[src/verilog/sfpc_pkg.sv]
// Constants and types shared by the sector flash host controller.
package sfpc_pkg;

   // ----------------------------------------------------------------
   // Pin widths and host clock
   // ----------------------------------------------------------------
   localparam int ADDR_W    = 19;
   localparam int DATA_W    = 8;
   localparam int SECT_LSB  = 8;    // Sector number sits in addr_bus[18:8].
   localparam int CNT_W     = 20;
   localparam int CLK_NS    = 25;

   // ----------------------------------------------------------------
   // Timing figures and their cycle counts
   // ----------------------------------------------------------------
   localparam int T_ACC_NS  = 90;   // Read access, least wait.
   localparam int T_WE_NS   = 50;   // Write strobe low width, well above the noise filter.
   localparam int T_FILT_NS = 15;   // Strobe noise filter.
   localparam int T_WIN_US  = 150;  // Inter-byte load window, longest.
   localparam int T_TWC_MS  = 10;   // Sector program cycle time.
   localparam int T_PON_MS  = 5;    // Power-on programming lockout.
   localparam int RD_CYC    = (T_ACC_NS + CLK_NS - 1) / CLK_NS;
   localparam int WE_CYC    = (T_WE_NS + CLK_NS - 1) / CLK_NS;
   localparam int FILT_CYC  = (T_FILT_NS + CLK_NS - 1) / CLK_NS;
   localparam int WIN_CYC   = (T_WIN_US * 1000) / CLK_NS;
   localparam int TWC_CYC   = (T_TWC_MS * 1000000 + CLK_NS - 1) / CLK_NS;
   localparam int PON_CYC   = (T_PON_MS * 1000000 + CLK_NS - 1) / CLK_NS;
   localparam int WIN_MARG  = 16;   // Cycles kept spare before the window closes.

   // ----------------------------------------------------------------
   // Command codes of the user port
   // ----------------------------------------------------------------
   localparam logic [2:0] OP_READ   = 3'h0;
   localparam logic [2:0] OP_LOAD   = 3'h1;
   localparam logic [2:0] OP_PREFIX = 3'h2;
   localparam logic [2:0] OP_COMMIT = 3'h3;

   // ----------------------------------------------------------------
   // Sequencer states and full module state
   // ----------------------------------------------------------------
   typedef enum logic [8:0] {
      ST_POWER = 9'h001,
      ST_IDLE  = 9'h002,
      ST_DISP  = 9'h004,
      ST_WWIN  = 9'h008,
      ST_WSET  = 9'h010,
      ST_WLOW  = 9'h020,
      ST_WEND  = 9'h040,
      ST_RACC  = 9'h080,
      ST_REND  = 9'h100
   } sfpc_state_t;

   typedef struct packed {
      sfpc_state_t         st;
      logic                ce_n;
      logic                oe_n;
      logic                we_n;
      logic [ADDR_W-1:0]   addr;
      logic [DATA_W-1:0]   dout;
      logic                doe;
      logic [CNT_W-1:0]    cnt;
      logic [CNT_W-1:0]    win;
      logic [CNT_W-1:0]    tmr;
      logic                loading;
      logic                sect_ok;
      logic                prog;
      logic [ADDR_W-1:0]   last_addr;
      logic [DATA_W-1:0]   last_data;
      logic [2:0]          op;
      logic [ADDR_W-1:0]   caddr;
      logic [DATA_W-1:0]   cdata;
      logic [1:0]          pstep;
      logic                pfx;
      logic                polling;
      logic                have6;
      logic                prev6;
      logic                err;
      logic                ready;
      logic                pwr_ok;
      logic                rsp_valid;
      logic [DATA_W-1:0]   rsp_data;
      logic                rsp_err;
   } sfpc_regs_t;

endpackage

[src/verilog/sfpc_host.sv]
// Host controller that loads, programs, reads and polls a sector flash device.
//
// Notes on behaviour
// - Load pulses strobe low; address taken last fall.
// - Whole 256-byte sectors; unloaded bytes become ones.
// - Next load falls within 150 us, else programming.
// - Sector bits held at every falling strobe of loaded bytes; prefix strobes use fixed addresses.
// - Three-command prefix enables protection, precedes programs.
// - Host sends protection bytes with load timing.
`timescale 1ns/1ps
module sfpc_host
   import sfpc_pkg::*;
#(
   parameter int                      WIN_CYCLES = sfpc_pkg::WIN_CYC,
   parameter int                      TWC_CYCLES = sfpc_pkg::TWC_CYC,
   parameter int                      PON_CYCLES = sfpc_pkg::PON_CYC,
   parameter logic [sfpc_pkg::ADDR_W-1:0] PFX_ADDR0 = 19'h00001,
   parameter logic [sfpc_pkg::ADDR_W-1:0] PFX_ADDR1 = 19'h00002,
   parameter logic [sfpc_pkg::ADDR_W-1:0] PFX_ADDR2 = 19'h00003,
   parameter logic [sfpc_pkg::DATA_W-1:0] PFX_DATA0 = 8'h01,
   parameter logic [sfpc_pkg::DATA_W-1:0] PFX_DATA1 = 8'h02,
   parameter logic [sfpc_pkg::DATA_W-1:0] PFX_DATA2 = 8'h03
) (
   // Clock and reset
   input  wire logic                        clock,
   input  wire logic                        rst,
   // User command port
   input  wire logic                        cmd_valid,
   input  wire logic [2:0]                  cmd_op,
   input  wire logic [sfpc_pkg::ADDR_W-1:0] cmd_addr,
   input  wire logic [sfpc_pkg::DATA_W-1:0] cmd_data,
   output logic                             cmd_ready,
   // User answer port
   output logic                             rsp_valid,
   output logic [sfpc_pkg::DATA_W-1:0]      rsp_data,
   output logic                             rsp_error,
   output logic                             loading,
   output logic                             programming,
   // Flash pins
   output logic                             flash_ce_n,
   output logic                             flash_oe_n,
   output logic                             flash_we_n,
   output logic [sfpc_pkg::ADDR_W-1:0]      addr_bus,
   input  wire logic [sfpc_pkg::DATA_W-1:0] data_in,
   output logic [sfpc_pkg::DATA_W-1:0]      data_out,
   output logic                             data_oe
);
   import sfpc_pkg::*;

   sfpc_regs_t r_reg;
   sfpc_regs_t r_next;
   logic       same_sect;
   logic       win_late;
   logic       poll_done;

   // ----------------------------------------------------------------
   // Decisions used by the sequencer
   // ----------------------------------------------------------------
   // A load is refused into the open window once too little time is left,
   // since a late strobe would land after the device has started programming.
   assign same_sect = (r_reg.caddr[ADDR_W-1:SECT_LSB] == r_reg.last_addr[ADDR_W-1:SECT_LSB]);
   assign win_late  = (r_reg.win >= CNT_W'(WIN_CYCLES - WIN_MARG));
   // Done once bit 7 reads true and bit 6 has stopped toggling.
   assign poll_done = (r_reg.rsp_data[7] == r_reg.last_data[7]) && r_reg.have6 &&
                      (r_reg.rsp_data[6] == r_reg.prev6);

   // ----------------------------------------------------------------
   // Next-state logic
   // ----------------------------------------------------------------
   always_comb begin
      r_next           = r_reg;
      r_next.rsp_valid = 1'b0;
      // Load window runs from the last rising strobe; expiry means programming.
      if (r_reg.loading) begin
         r_next.win = r_reg.win + CNT_W'(1);
         if (r_reg.win >= CNT_W'(WIN_CYCLES)) begin
            r_next.loading = 1'b0;
            r_next.sect_ok = 1'b0;
            r_next.prog    = 1'b1;
            r_next.tmr     = '0;
         end
      end
      if (r_reg.prog && r_reg.tmr != {CNT_W{1'b1}}) begin
         r_next.tmr = r_reg.tmr + CNT_W'(1);
      end
      case (r_reg.st)
         ST_POWER: begin
            // No strobe at all until the power-on lockout has surely run out.
            r_next.cnt = r_reg.cnt + CNT_W'(1);
            if (r_reg.cnt >= CNT_W'(PON_CYCLES - 1)) begin
               r_next.pwr_ok = 1'b1;
               r_next.ready  = 1'b1;
               r_next.st     = ST_IDLE;
            end
         end
         ST_IDLE: begin
            if (cmd_valid && r_reg.ready) begin
               r_next.op    = cmd_op;
               r_next.caddr = cmd_addr;
               r_next.cdata = cmd_data;
               r_next.ready = 1'b0;
               r_next.st    = ST_DISP;
            end
         end
         ST_DISP: begin
            if (r_reg.prog) begin
               // Busy device: every command first polls the last loaded byte.
               r_next.polling = 1'b1;
               r_next.have6   = 1'b0;
               r_next.addr    = r_reg.last_addr;
               r_next.ce_n    = 1'b0;
               r_next.oe_n    = 1'b0;
               r_next.cnt     = '0;
               r_next.st      = ST_RACC;
            end else if (r_reg.loading &&
                         (r_reg.op == OP_READ || r_reg.op == OP_COMMIT || win_late ||
                          (r_reg.op == OP_LOAD && r_reg.sect_ok && !same_sect))) begin
               // Let the window close rather than read, commit, load late or change sector into it.
               r_next.st = ST_WWIN;
            end else if (r_reg.op == OP_READ) begin
               r_next.polling = 1'b0;
               r_next.addr    = r_reg.caddr;
               r_next.ce_n    = 1'b0;
               r_next.oe_n    = 1'b0;
               r_next.cnt     = '0;
               r_next.st      = ST_RACC;
            end else if (r_reg.op == OP_LOAD || r_reg.op == OP_PREFIX) begin
               r_next.pfx   = (r_reg.op == OP_PREFIX);
               r_next.pstep = 2'h0;
               r_next.addr  = (r_reg.op == OP_PREFIX) ? PFX_ADDR0 : r_reg.caddr;
               r_next.dout  = (r_reg.op == OP_PREFIX) ? PFX_DATA0 : r_reg.cdata;
               r_next.ce_n  = 1'b0;
               r_next.doe   = 1'b1;
               r_next.st    = ST_WSET;
            end else begin
               r_next.rsp_valid = 1'b1;
               r_next.rsp_data  = '0;
               r_next.rsp_err   = r_reg.err;
               r_next.err       = 1'b0;
               r_next.ready     = 1'b1;
               r_next.st        = ST_IDLE;
            end
         end
         ST_WWIN: begin
            if (!r_reg.loading) begin
               r_next.st = ST_DISP;
            end
         end
         ST_WSET: begin
            // Select and data settle one cycle before the strobe falls.
            r_next.we_n = 1'b0;
            r_next.cnt  = '0;
            r_next.st   = ST_WLOW;
         end
         ST_WLOW: begin
            r_next.cnt = r_reg.cnt + CNT_W'(1);
            if (r_reg.cnt >= CNT_W'(WE_CYC - 1)) begin
               r_next.we_n = 1'b1;
               r_next.st   = ST_WEND;
            end
         end
         ST_WEND: begin
            r_next.loading = 1'b1;
            r_next.win     = '0;
            if (!r_reg.pfx) begin
               r_next.last_addr = r_reg.addr;
               r_next.last_data = r_reg.dout;
               r_next.sect_ok   = 1'b1;
            end
            if (r_reg.pfx && r_reg.pstep != 2'h2) begin
               // Prefix bytes go out back to back under one select.
               r_next.pstep = r_reg.pstep + 2'h1;
               r_next.addr  = (r_reg.pstep == 2'h0) ? PFX_ADDR1 : PFX_ADDR2;
               r_next.dout  = (r_reg.pstep == 2'h0) ? PFX_DATA1 : PFX_DATA2;
               r_next.st    = ST_WSET;
            end else begin
               r_next.ce_n      = 1'b1;
               r_next.doe       = 1'b0;
               r_next.rsp_valid = 1'b1;
               r_next.rsp_err   = r_reg.err;
               r_next.err       = 1'b0;
               r_next.ready     = 1'b1;
               r_next.st        = ST_IDLE;
            end
         end
         ST_RACC: begin
            r_next.cnt = r_reg.cnt + CNT_W'(1);
            if (r_reg.cnt >= CNT_W'(RD_CYC - 1)) begin
               r_next.rsp_data = data_in;
               r_next.ce_n     = 1'b1;
               r_next.oe_n     = 1'b1;
               r_next.st       = ST_REND;
            end
         end
         ST_REND: begin
            if (!r_reg.polling) begin
               r_next.rsp_valid = 1'b1;
               r_next.rsp_err   = r_reg.err;
               r_next.err       = 1'b0;
               r_next.ready     = 1'b1;
               r_next.st        = ST_IDLE;
            end else if (poll_done || r_reg.tmr >= CNT_W'(TWC_CYCLES)) begin
               // A device that overruns its cycle time is flagged, not waited on.
               r_next.err     = !poll_done;
               r_next.prog    = 1'b0;
               r_next.polling = 1'b0;
               r_next.st      = ST_DISP;
            end else begin
               r_next.have6 = 1'b1;
               r_next.prev6 = r_reg.rsp_data[6];
               r_next.ce_n  = 1'b0;
               r_next.oe_n  = 1'b0;
               r_next.cnt   = '0;
               r_next.st    = ST_RACC;
            end
         end
         default: r_next.st = ST_IDLE;
      endcase
   end

   // ----------------------------------------------------------------
   // State register
   // ----------------------------------------------------------------
   always_ff @(posedge clock) begin
      if (rst) begin
         r_reg      <= '0;
         r_reg.st   <= ST_POWER;
         r_reg.ce_n <= 1'b1;
         r_reg.oe_n <= 1'b1;
         r_reg.we_n <= 1'b1;
      end else begin
         r_reg <= r_next;
      end
   end

   // Outputs straight from the state register.
   assign cmd_ready   = r_reg.ready;
   assign rsp_valid   = r_reg.rsp_valid;
   assign rsp_data    = r_reg.rsp_data;
   assign rsp_error   = r_reg.rsp_err;
   assign loading     = r_reg.loading;
   assign programming = r_reg.prog;
   assign flash_ce_n  = r_reg.ce_n;
   assign flash_oe_n  = r_reg.oe_n;
   assign flash_we_n  = r_reg.we_n;
   assign addr_bus    = r_reg.addr;
   assign data_out    = r_reg.dout;
   assign data_oe     = r_reg.doe;
endmodule

[config.mk]
export PLATFORM = sky130hd
export DESIGN_NAME = sfpc_host
export DESIGN_NICKNAME = d
export VERILOG_FILES = /design/src/verilog/sfpc_pkg.sv /design/src/verilog/sfpc_host.sv
export SDC_FILE = /design/constraint.sdc
export NUM_CORES = 1
export LEC_CHECK = 0
export ABC_AREA = 1
export CORE_ASPECT_RATIO = 0.9
export CORE_MARGIN = 1
export CORE_UTILIZATION = 69
export CTS_CLUSTER_SIZE = 24
export DETAILED_ROUTE_END_ITERATION = 7
export DONT_BUFFER_PORTS = 1
export MAX_ROUTING_LAYER = met4
export PLACE_DENSITY = 0.85
export REMOVE_ABC_BUFFERS = 1
export SLEW_MARGIN = 0
export SYNTH_ARGS = -nofsm -noshare
export SYNTH_HDL_FRONTEND = slang
export SYNTH_SLANG_ARGS = --single-unit
[constraint.sdc]
create_clock -name clock -period 4.7 [get_ports clock]
set_input_delay 0.94 -clock clock [delete_from_list [all_inputs] [get_ports clock]]
set_output_delay 0.94 -clock clock [all_outputs]
set_load 0.1 [all_outputs]
==> summary.txt <==
Floorplanning
  – Core area: 0.0128 sq mm
  – Die footprint: 0.0138 sq mm
  – Die width: 124 microns
  – Initial core utilization: 71.7%
  – Die Height: 112 microns
  – # rows: 39
  – IO Count: 85

Drt
  – DR vias: 8469
  – Via density: 5.58
  – DR iter-0 viols: 741
  – Overall routed net length: 21200 microns
  – Avg WL per Cell: 14.0 microns
  – Remaining DRCs: 0
  – 1st-pass router iterations: 5
  – Antenna Violating Nets Remaining: 0

Logic synthesis
  – Share of the synthesized area in the top cell type: 37.2%
  – Synth Area per Inst: 6.56 sq um
  – Post-Syn Area: 0.00921 sq mm
  – #FFs+latches synth: 171
  – Primary FF master, synth: dfxtp_1
  – Distinct cells, synth: 48
  – Synthesis Warnings: 0
  – Area leader, netlist: dfxtp_1
  – Post-Synthesis Cells: 1403
  – Most area-consuming cells after synthesis: dfxtp_1 37%, nand2_1 12%, nor2_1 8.2%, inv_1 7.0%, nand3_1 5.5%
  – Count of flip-flops with a built-in enable after synthesis: 0
  – Post-synth ARST share: 0%
  – Sequential share of the synthesized area: 37.2%

Cells and area
  – Fin nets: 1392
  – Diode count: 0
  – Number of flip-flops in the largest register: 127
  – Share of cells above drive strength 1: 6.50%
  – Layout area overhead: 3.66%
  – Cell area after layout: 0.00954 sq mm

Placement
  – GPL Wtd Cong: 0.939
  – HPWL after DPL: 13900 microns
  – Post-DP Area: 0.00895 sq mm
  – Buffers on Ports: 0

GRT
  – Initial antenna violation count: 0
  – GR Util met2: 50.1%
  – Met1 Use GR: 39.6%
  – Most used routing layer: met2
  – M3 GR Usage: 6.25%
  – Largest net degree at the start of global routing: 56
  – Vias in the first global route: 7388
  – GRT overflow: 0
  – GRT Total Usage: 31.8%
  – First-pass GRT wire length: 33900 microns

Setup path
  – Setup CP Type: register to register
  – Worst-path cell chain: nand2_1 > nor2_1 > buf_4 > inv_1 > o21ai_0 > a21oi_1
  – Worst setup path endpoint: r_reg[48]
  – R2R cell count: 6
  – FF-to-FF End: r_reg[48]
  – CP max FO: 41
  – Crit path max-delay cell type: dfxtp_1
  – Worst setup SP type: register
  – CP Launch Point: cmd_ready
  – Req. time, crit path: 4.97 ns
  – Worst path max stage delay: 0.98 ns
  – WP data arrival: 3.09 ns
  – Worst reg2reg startpoint: cmd_ready
  – Crit. End Element: register
  – Worst R2R Setup Slack: 1.88 ns

STA
  – Hold Violations, Final: 0
  – Slew Limit Fails: 0
  – Fin crit share: 60.1%
  – RSZ-0062 raised after global routing: false
  – Setup TNS: 0 ns
  – Max-Slew Margin vs Limit: 21.2%
  – Post-route minimum period: 2.82 ns
  – Final setup viols: 0
  – Least-Margin Pin Slew: 1.18 ns
  – Skew final: 0.00780 ns
  – Fmax: 354 MHz

Power
  – VDD IR-drop max: 0.333 mV
  – Pwr per Cell Area: 377 mW/mm^2
  – Leak: 0.00409 uW

Clocking
  – Post-CTS Hold Buffers: 0
  – Post-CTS sizing: 0
  – CTS tree: built
  – # clock sinks: 171
  – Clock buffer depth: 2
  – Total setup buffers inserted after CTS: 0
  – H-tree levels: 4
  – Clock root buffer: clkbuf_16
  – CTS buffer count: 17
  – Clk slew on worst S/H paths: 0.07 ns
  – Worst-Skew Late Latency: 0.43 ns

Run status
  – Status: completed

Run
  – Max-Cap Viols: 0

Worst hold path
  – HP Class: register to register
[through the flow]
stage,utilization (%),setup WS (ns),power [uW],std cells,hold slack (ns)
finish,74.4,1.88,3600,1517,0.463
global route,74.4,1.63,3740,1517,0.486
CTS,74.4,1.89,3600,1517,0.461
detailed placement,69.8,1.92,2190,1487,0.450
global placement,69.8,2.02,2180,1487,0.439
floorplan,-,1.36,2060,1317,0.432
[metal layers]
layer	share of wire, %	routed length (microns)
met1	44	9420
met5	0	0
met2	47	10000
met4	1.8	376
met3	6.6	1410
[where the power goes]
group / switching (uW) / internal (uW) / leakage (uW)
Combinational: 368 / 152 / 0.00242
Sequential: 146 / 1500 / 0.00138
Clock: 582 / 844 / 0.000285
Total: 1100 / 2500 / 0.00409
[cells by family after synthesis]
family,count (synthesis),share of synthesized area (%)
compound gates,216,12.4
flops,171,37.2
simple gates,717,34.1
buf+inv,268,12.9
xor+xnor,22,2.09
fa+ha+maj,9,1.22
[synthesized netlist by cell type, types with 19 or more instances]
master and count:
inv_1 171, buf_4 39, nand3_1 101, nor2_1 201
nor3_1 39, a21oi_1 97, a31oi_1 19, nand2_1 306
o21ai_0 75, dfxtp_1 171, clkbuf_1 28
[layout by cell type (no fill, tap or decap), types with 6 or more instances in the layout]
cell | netlist | layout
xor2_1 | 12 | 12
nand4_1 | 15 | 15
inv_1 | 171 | 171
o21ai_1 | 10 | 10
nor3_1 | 39 | 39
a21oi_1 | 97 | 97
nor4_1 | 6 | 6
nor2_2 | 8 | 8
nand2_1 | 306 | 306
nor2_1 | 201 | 201
dfxtp_1 | 171 | 170
clkbuf_16 | 0 | 17
xnor2_1 | 10 | 10
inv_2 | 8 | 9
ha_1 | 9 | 9
buf_4 | 39 | 6
or2_2 | 11 | 11
o21ai_0 | 75 | 75
nand3_1 | 101 | 101
a31oi_1 | 19 | 19
[worst max-delay path, delay by kind of cell, from the launching register on]
family / cells / cell delay [ns]
AOI/OAI and AO/OA: 2 / 0.46
buffers and inverters: 2 / 0.79
DFF: 1 / 0.98
and+or+nand+nor: 2 / 0.42
[layout make-up]
cell class | instances | area [sq um]
inverters | 182 | 686
flip-flops and latches | 171 | 3420
repair buffers | 6 | 45.0
multi-input cells | 964 | 4590
clock buffers | 19 | 443
well taps | 164 | 205
fillers | 1023 | 3290
clock inverters | 11 | 146
[worst min-delay path by stage]
stage / start / to / cells past startpoint
6_report: r_reg[26] / r_reg[26] / 2
5_1_grt: r_reg[26] / r_reg[26] / 2
4_1_cts: r_reg[25] / r_reg[25] / 2
3_5_place_dp: r_reg[25] / r_reg[25] / 2
3_3_place_gp: r_reg[26] / r_reg[26] / 2
2_1_floorplan: r_reg[25] / r_reg[25] / 2
Power figures use the tool's default switching activity.
